`src/logic/dacc_defines.vh`:
```
`ifndef DACC_DEFINES_VH
`define DACC_DEFINES_VH
// What this block does
// [RULE1] 32 channels, 1-cycle resolution, 8 staggered
// [RULE2] Four 16-bit reloadable timers, two per array
// [RULE3] Timer clock: prescaler or gp timer overflow
// [RULE4] First array timer may count external pin edges
// [RULE5] Sixteen channels per array, selectable timer, function
// [RULE6] Each channel owns one pin, input or output
// [RULE7] Mode 0: interrupt only, many per period
// [RULE8] Mode 1: pin toggles on every match
// [RULE9] Mode 2: interrupt only, once per period
// [RULE10] Mode 3: set on match, clear on overflow
// [RULE11] Double register: two channels toggle one pin
// [RULE12] Single event option stops after one event
// [RULE13] Capture latches allocated timer on pin edge
// [RULE14] Each capture raises its channel interrupt
// [RULE15] Capture edge: rising, falling or both
// [RULE16] Compare on every timer update, act on equal
// [RULE17] Timers count up, reload on overflow
// [RULE18] Edges from synchronised samples, one per cycle

// Sizes
`define DACC_CHANNELS 32
`define DACC_PER_ARRAY 16
`define DACC_TIMERS 4
`define DACC_TW 16
`define DACC_PRE_W 9
// Staggered mode adds this many prescaler bits (x8)
`define DACC_STAGGER_SH 3
// Timer top value before reload
`define DACC_TMR_TOP 16'hFFFF
// Reset values
`define DACC_TMR_RST 16'h0000
`define DACC_CC_RST 16'h0000
// Timer clock select codes (0..5 = prescale by 2^code)
`define DACC_CLK_GPT 3'h6
`define DACC_CLK_EXT 3'h7
// Compare mode codes
`define DACC_MODE0 2'h0
`define DACC_MODE1 2'h1
`define DACC_MODE2 2'h2
`define DACC_MODE3 2'h3
// Edge select codes
`define DACC_EDGE_RISE 2'h1
`define DACC_EDGE_FALL 2'h2
`define DACC_EDGE_BOTH 2'h3
`endif

```
`src/logic/dacc_capture_compare.v`:
```
`include "dacc_defines.vh"

module dacc_capture_compare (
   // Clock and reset
   input wire mclk,
   input wire rst,
   // Timer configuration, one run bit and three clock select bits per timer, timer a then b
   input wire [3:0] tmrRun,
   input wire [11:0] tmrClkSel,
   input wire staggerEn,
   // Timer value and reload writes
   input wire tmrWrEn,
   input wire relWrEn,
   input wire [1:0] tmrWrSel,
   input wire [15:0] tmrWrData,
   // Overflow pulse of the gp module two aux timer
   input wire gpAuxTimerOvf,
   // External count pins and edge select, one per array
   input wire [1:0] extCountPin,
   input wire [3:0] extEdgeSel,
   // Channel configuration
   input wire [31:0] chCapture,
   input wire [31:0] chTimerSel,
   input wire [63:0] chCmpMode,
   input wire [63:0] chEdgeSel,
   input wire [31:0] chSingle,
   input wire [15:0] dblPairEn,
   // Channel register write
   input wire ccWrEn,
   input wire [4:0] ccWrIdx,
   input wire [15:0] ccWrData,
   // Channel pins
   input wire [31:0] ccPinIn,
   output wire [31:0] ccPinOut,
   output wire [31:0] ccPinOeN,
   // Status
   output wire [511:0] ccValue,
   output wire [63:0] tmrValue,
   output wire [3:0] tmrOvfIrq,
   output wire [31:0] ccIrq
);

   // Pin synchroniser chain, channel pins plus two count pins
   reg [33:0] syn1Q;
   reg [33:0] syn2Q;
   reg [33:0] syn3Q;
   reg [33:0] stabQ;
   wire [33:0] stabD;
   wire [33:0] riseEdge;
   wire [33:0] fallEdge;
   // Free running prescaler
   reg [8:0] preQ;
   // Timer update and overflow, one cycle after the count
   // One driver per bit: each timer slice drives its own flops
   wire [3:0] updQ;
   wire [3:0] ovfQ;
   wire [63:0] tmrFlat;
   // Compare hits, seen by the pair partner
   wire [31:0] fire;

   // A change counts only once stages two and three agree
   assign stabD = (syn2Q & syn3Q) | (stabQ & (syn2Q ^ syn3Q)); // [RULE18]
   assign riseEdge = stabD & ~stabQ; // [RULE18]
   assign fallEdge = ~stabD & stabQ; // [RULE18]

   // Synchroniser and edge sample registers
   always @(posedge mclk) begin
      if (rst) begin
         syn1Q <= 34'h000000000;
         syn2Q <= 34'h000000000;
         syn3Q <= 34'h000000000;
         stabQ <= 34'h000000000;
      end else begin
         syn1Q <= {extCountPin, ccPinIn};
         syn2Q <= syn1Q;
         syn3Q <= syn2Q;
         stabQ <= stabD;
      end
   end

   // Prescaler runs always so all timers share one phase
   always @(posedge mclk) begin
      if (rst) begin
         preQ <= 9'h000;
      end else begin
         preQ <= preQ + 9'h001;
      end
   end

   genvar t;
   generate
      for (t = 0; t < `DACC_TIMERS; t = t + 1) begin : gTmr
         reg [15:0] valQ; // Running count
         reg [15:0] relQ; // Reload value
         reg [8:0] mask; // Prescaler bits that must be all ones
         reg tick; // Count enable this cycle
         reg extHit; // Selected external count edge
         reg updBitQ; // Update seen one cycle after the tick
         reg ovfBitQ; // Overflow seen one cycle after the tick
         wire [2:0] sel;
         wire [1:0] eSel;
         assign sel = tmrClkSel[3*t +: 3];
         assign eSel = extEdgeSel[2*(t/2) +: 2];
         assign tmrFlat[16*t +: 16] = valQ;
         assign updQ[t] = updBitQ;
         assign ovfQ[t] = ovfBitQ;

         // Clock source choice for this timer
         always @* begin
            mask = 9'h000;
            tick = 1'b0;
            case (eSel)
               `DACC_EDGE_RISE: extHit = riseEdge[32 + t/2];
               `DACC_EDGE_FALL: extHit = fallEdge[32 + t/2];
               `DACC_EDGE_BOTH: extHit = riseEdge[32 + t/2] | fallEdge[32 + t/2];
               default: extHit = 1'b0;
            endcase
            case (sel)
               `DACC_CLK_GPT: begin
                  tick = gpAuxTimerOvf; // [RULE3]
               end
               `DACC_CLK_EXT: begin
                  // Only the first timer of an array has a count pin
                  tick = (t % 2 == 0) ? extHit : 1'b0; // [RULE4]
               end
               default: begin
                  // Staggered mode slows the finest step to eight cycles
                  // Four-bit shift count so code 5 plus stagger does not wrap
                  mask = (9'h001 << ({1'b0, sel} + (staggerEn ? 4'h3 : 4'h0))) - 9'h001; // [RULE1]
                  tick = ((preQ & mask) == mask); // [RULE3]
               end
            endcase
            tick = tick & tmrRun[t];
         end

         // Count, reload and software writes
         always @(posedge mclk) begin
            if (rst) begin
               valQ <= `DACC_TMR_RST;
               relQ <= `DACC_TMR_RST;
               updBitQ <= 1'b0;
               ovfBitQ <= 1'b0;
            end else begin
               updBitQ <= tick;
               ovfBitQ <= tick && (valQ == `DACC_TMR_TOP);
               if (relWrEn && tmrWrSel == t) begin
                  relQ <= tmrWrData; // [RULE2]
               end
               if (tmrWrEn && tmrWrSel == t) begin
                  valQ <= tmrWrData;
               end else if (tick) begin
                  if (valQ == `DACC_TMR_TOP) begin
                     valQ <= relQ; // [RULE17]
                  end else begin
                     valQ <= valQ + 16'h0001; // [RULE17]
                  end
               end
            end
         end
      end
   endgenerate

   assign tmrValue = tmrFlat;
   assign tmrOvfIrq = ovfQ;

   genvar c;
   generate
      for (c = 0; c < `DACC_CHANNELS; c = c + 1) begin : gCh
         reg [15:0] ccQ; // Capture or compare value
         reg pinQ; // Output pin level
         reg irqQ; // Request pulse
         reg perDoneQ; // Event taken this period
         reg oneDoneQ; // Single event spent
         reg [15:0] tv; // Allocated timer value
         reg upd; // Allocated timer update
         reg ovf; // Allocated timer overflow
         reg capHit;
         reg hit;
         wire [1:0] mode;
         wire [1:0] eSel;
         wire lowHalf;
         wire pairOn;
         wire tgl;
         wire [1:0] ti;
         assign mode = chCmpMode[2*c +: 2];
         assign eSel = chEdgeSel[2*c +: 2];
         assign lowHalf = (c % 16) < 8;
         assign pairOn = dblPairEn[(c/16)*8 + (c%8)];
         // Array picks timer pair, channel picks a or b
         assign ti = {c / 16 == 1, chTimerSel[c]}; // [RULE5]
         assign fire[c] = hit;
         // Low channel of a pair toggles on either partner's match
         assign tgl = hit | (lowHalf & pairOn & fire[(c + 8) % 32]); // [RULE11]

         // Timer pick, edge pick and match decision
         always @* begin
            tv = tmrFlat[16*ti +: 16];
            upd = updQ[ti];
            ovf = ovfQ[ti];
            case (eSel)
               `DACC_EDGE_RISE: capHit = riseEdge[c]; // [RULE15]
               `DACC_EDGE_FALL: capHit = fallEdge[c]; // [RULE15]
               `DACC_EDGE_BOTH: capHit = riseEdge[c] | fallEdge[c]; // [RULE15]
               default: capHit = 1'b0;
            endcase
            capHit = capHit & chCapture[c] & ~oneDoneQ;
            // Modes 2 and 3 allow one event per period
            hit = ~chCapture[c] & upd & (tv == ccQ) & ~oneDoneQ
                  & ~(mode[1] & perDoneQ); // [RULE16] [RULE9]
         end

         // Channel register, flags, pin and request
         always @(posedge mclk) begin
            if (rst) begin
               ccQ <= `DACC_CC_RST;
               pinQ <= 1'b0;
               irqQ <= 1'b0;
               perDoneQ <= 1'b0;
               oneDoneQ <= 1'b0;
            end else begin
               irqQ <= capHit | hit; // [RULE14] [RULE7] [RULE9]
               // Capture wins over a software write in the same cycle
               if (capHit) begin
                  ccQ <= tv; // [RULE13]
               end else if (ccWrEn && ccWrIdx == c) begin
                  ccQ <= ccWrData;
               end
               // Period flag: a hit beats the overflow clear
               if (hit) begin
                  perDoneQ <= 1'b1; // [RULE9] [RULE10]
               end else if (ovf) begin
                  perDoneQ <= 1'b0;
               end
               // Single event holds until the option is dropped
               if (!chSingle[c]) begin
                  oneDoneQ <= 1'b0;
               end else if (hit | capHit) begin
                  oneDoneQ <= 1'b1; // [RULE12]
               end
               // Pin actions; a paired high channel leaves its pin
               if (chCapture[c] || (!lowHalf && pairOn)) begin
                  pinQ <= pinQ;
               end else if (lowHalf && pairOn) begin
                  if (tgl) begin
                     pinQ <= ~pinQ; // [RULE11]
                  end
               end else begin
                  case (mode)
                     `DACC_MODE1: begin
                        if (hit) begin
                           pinQ <= ~pinQ; // [RULE8]
                        end
                     end
                     `DACC_MODE3: begin
                        if (hit) begin
                           pinQ <= 1'b1; // [RULE10]
                        end else if (ovf) begin
                           pinQ <= 1'b0; // [RULE10]
                        end
                     end
                     default: begin
                        pinQ <= pinQ; // [RULE7]
                     end
                  endcase
               end
            end
         end

         // Pin is driven only in compare use
         reg oeNQ;
         always @(posedge mclk) begin
            if (rst) begin
               oeNQ <= 1'b1;
            end else begin
               oeNQ <= chCapture[c]; // [RULE6]
            end
         end

         assign ccValue[16*c +: 16] = ccQ;
         assign ccPinOut[c] = pinQ;
         assign ccPinOeN[c] = oeNQ;
         assign ccIrq[c] = irqQ;
      end
   endgenerate

endmodule

```
`config.mk`:
```
export PLATFORM = sky130hd
export DESIGN_NAME = dacc_capture_compare
export DESIGN_NICKNAME = d
export VERILOG_FILES = /design/src/logic/dacc_capture_compare.v
export VERILOG_INCLUDE_DIRS = /design/src /design/src/logic
export SDC_FILE = /design/constraint.sdc
export NUM_CORES = 2
export LEC_CHECK = 0
export BUFFER_PORTS_ARGS = -buffer_cell sky130_fd_sc_hd__buf_2
export CORE_AREA = 4 4 393 395
export DETAILED_ROUTE_END_ITERATION = 12
export DIE_AREA = 0 0 397 399
export SLEW_MARGIN = 20
export SYNTH_ARGS = -nofsm -noshare
export SYNTH_HDL_FRONTEND = slang
export SYNTH_SLANG_ARGS = --single-unit
```
`constraint.sdc`:
```
create_clock -name mclk -period 8.9 [get_ports mclk]
set_input_delay 2.225 -clock mclk [delete_from_list [all_inputs] [get_ports mclk]]
set_output_delay 2.225 -clock mclk [all_outputs]
set_load 0.02 [all_outputs]
```
==> results.md <==
- Status: complete, no violations
- Hold Path Sink: syn2Q[21]$_SDFF_PP0_
- Reg-to-Reg End: gCh[17].pinQ$_SDFFE_PP0P_
- Main synth FF type: dfxtp_1
- Io pins: 1016
- Top post-synthesis cells by area: dfxtp_1, mux2i_1, mux2_2
- CP Capture Type: flip-flop
- Yosys cell types: 83
- Final Hold Fails: 0
- Worst skew pair latency: 750 ps
- Hold_sp: syn1Q[21]$_SDFF_PP0_
- Clock H-tree levels: 3
- Max-slew headroom: 0.144
- Max Clock Freq: 0.159 GHz
- Crit share post-route: 0.707
- Worst r2r src: gTmr[2].valQ[13]$_SDFFE_PP0P_
- Synthesized cell area: 0.0570 mm²
- Slew Limit Fails: 0
- NetSw: 3.07 mW
- CP top delay family: compound AO/OA/AOI/OAI gates
- Commonest non-fill, non-tap cell in the layout: buf_2
- Syn nets: 7046
- Synthesized flop and latch total: 953
- Final HPWL DP: 184 mm
- Final-layout fill cell count: 14962
- Setup-failing EPs final: 0
- Routed via count: 55426
- DRC: 0
- Multi-input logic area: 0.0346 mm²
- WHS Path Cells: 1
- Utilization after layout: 0.442
- Area share of the largest cell type after synthesis: 0.335
- Sequential share of power: 0.407
- Initial DRC count: 6883
- Cts bufs inserted: 114
- Remaining global-route overflow: 0
- Die Width: 397 µm
- Initial Util: 0.377
- I/O Buffers: 1015
- Site row count: 143
- Setup crit start kind: input pin
- Area Growth Syn to Fin: 17.3%
- Buffer depth of the longest clock path: 3
- Root Buffer: clkbuf_16
- Max-Cap Viols: 0
- Final ANT Viol Nets: 0
- Slew at the pin with the worst max-slew slack: 1270 ps
- Post-CTS Setup Inserts: 0
- Syn avg cell area: 8.57 µm²
- R2R cell count: 9
- Total routed wirelength: 273 mm
- Cell mode on critical path: ha_1
- Clk_skew: 61.7 ps
- Area leader, netlist: dfxtp_1
- Worst Path Buf+Inv: 2
- Crit Path Class: input pin to flip-flop
- Avg WL per Cell: 29.0 µm
- First-pass GRT wire length: 376 mm
- Cells after Synth: 6651
- Internal: 7.72 mW
- Pwr per Cell Area: 161 mW/mm²
- IR drop worst, VDD: 0.000161 V
- Clock transition at path regs: 60 ps
- Die Area: 0.158 mm²
- Largest net degree at the start of global routing: 195
- EDFF count, synth: 0
- FF-to-FF setup slack: 5280 ps
- Vias in the first global route: 50858
- Lkg Pwr: 27.4 nW
- Placer Congestion: 0.959
- Combinational Power Share: 0.131
- CTS tree: built
- Worst EP required: 9530 ps
- Clk sinks: 953
- Share of cells above drive strength 1: 0.292
- Antenna violations before repair: 45
- Register area: 0.0191 mm²
- Avg Vias per Cell: 5.89
- Gr usage total: 0.323
- Register area share after synthesis: 0.335
- Hold Crit Class: flip-flop to flip-flop
- # resized after CTS: 0
- Clk pwr share: 0.462
- Min Tclk post-route: 6290 ps
- Core region area: 0.151 mm²
- NumNets Final: 7663
- Die Span Y: 399 µm
- Number of synthesis warnings: 0
- Crit-path max cell delay: 690 ps
- Crit-path slowest cell: a2111oi_0
- Initial DRT Pass Iterations: 6
- Hold_ws: 426 ps
- Cell Chain, Critical Path: buf_2 > ha_1 > inv_1 > fa_1 > nand2b_1 > o21ai_1 > nand3_1 > ha_1 > a21boi_0 > a22o_1 > a211o_1 > a2111oi_0 > a31oi_4 > or4_1 > a311oi_1
- RSZ-0062 raised after global routing: false
- Worst path arrival time: 6920 ps
- TNS Setup: 0 ps
- Switch share: 0.284
- CTS Hold Bufs: 0
- Most frequent cells in the layout: buf_2, dfxtp_1, nand2_1
- CP max FO: 29
- Post-synth ARST share: 0
power groups by stage:
stage	registers [mW]	clock network [mW]	logic, mW
floorplan	4.51	0	0.808
global placement	4.48	0	1.36
detailed placement	4.49	0	1.37
CTS	4.39	5.03	1.38
global route	4.40	5.19	1.47
finish	4.39	4.98	1.42
worst max-delay path by stage:
stage	depth (start not counted)	start	slack, ps	endpoint
2_1_floorplan	16	tmrClkSel[0]	3320	gTmr[0].valQ[3]$_SDFFE_PP0P_
3_3_place_gp	14	staggerEn	1960	gTmr[2].valQ[15]$_SDFFE_PP0P_
3_5_place_dp	14	staggerEn	1930	gTmr[2].valQ[15]$_SDFFE_PP0P_
4_1_cts	14	staggerEn	2730	gTmr[2].valQ[15]$_SDFFE_PP0P_
5_1_grt	15	staggerEn	2280	gTmr[2].valQ[15]$_SDFFE_PP0P_
6_report	15	staggerEn	2610	gTmr[2].valQ[15]$_SDFFE_PP0P_
state kept, by name, summed over array words and instances (netlist names), 34 cells and up:
name / count
gTmr.valQ: 64
syn3Q: 34
syn1Q: 34
gCh.ccQ: 512
stabQ: 34
syn2Q: 34
gTmr.relQ: 64
logic make-up (layout without fill, tap and decap cells):
group           count (synthesis)  count (layout)  synth area share
compound gates               1251            1251             0.137
flops                         953             953             0.335
simple gates                 2112            2112             0.189
mux                           989             989             0.183
xor+xnor                      542             542            0.0837
other cells                     0              23                 0
buf+inv                       749            1458            0.0600
fa+ha+maj                      55              55            0.0126
routing by layer:
layer | vias up | wire length (µm) | GRT usage
met5 | - | 94 | 0
met2 | 3344 | 116000 | 0.481
li1 | 24419 | - | -
met1 | 26918 | 109000 | 0.428
met3 | 731 | 31500 | 0.0814
met4 | 14 | 16500 | 0.175
synth_stat cells (all sizes together), types with 21 or more instances:
cell	count
nand3b	47
xor2	92
o21ai	102
dfxtp	953
nor3b	49
nand4	41
a31oi	21
ha	51
nand2b	45
nand3	117
a211oi	344
nor4	105
nor3	84
nand2	599
a21oi	582
or2	353
clkbuf	459
nor2	366
and3	34
buf	214
o22ai	21
inv	64
mux2	402
mux2i	587
a2111oi	38
xnor2	450
nor2b	218
o31ai	28
stage by stage:
step                      cells  power (mW)  setup slack [ps]  area (µm²)
after floorplan            6651        5.32              3320       57000
after global placement     9177        5.85              1960       62700
after detailed placement   9177        5.86              1930       62800
after CTS                  9385        10.8              2730       66700
after global routing       9397        11.1              2280       66800
final                      9413        10.8              2610       66800
area by class of cell:
cell class / instances / area share
multi-input combinational: 4949 / 0.518
sequential: 953 / 0.285
timing repair buffer: 1174 / 0.0948
clock buffer: 161 / 0.0492
tap: 2030 / 0.0380
clock inverter: 47 / 0.00925
inverter: 76 / 0.00427
antenna: 23 / 0.000861
Power figures use the tool's default switching activity.
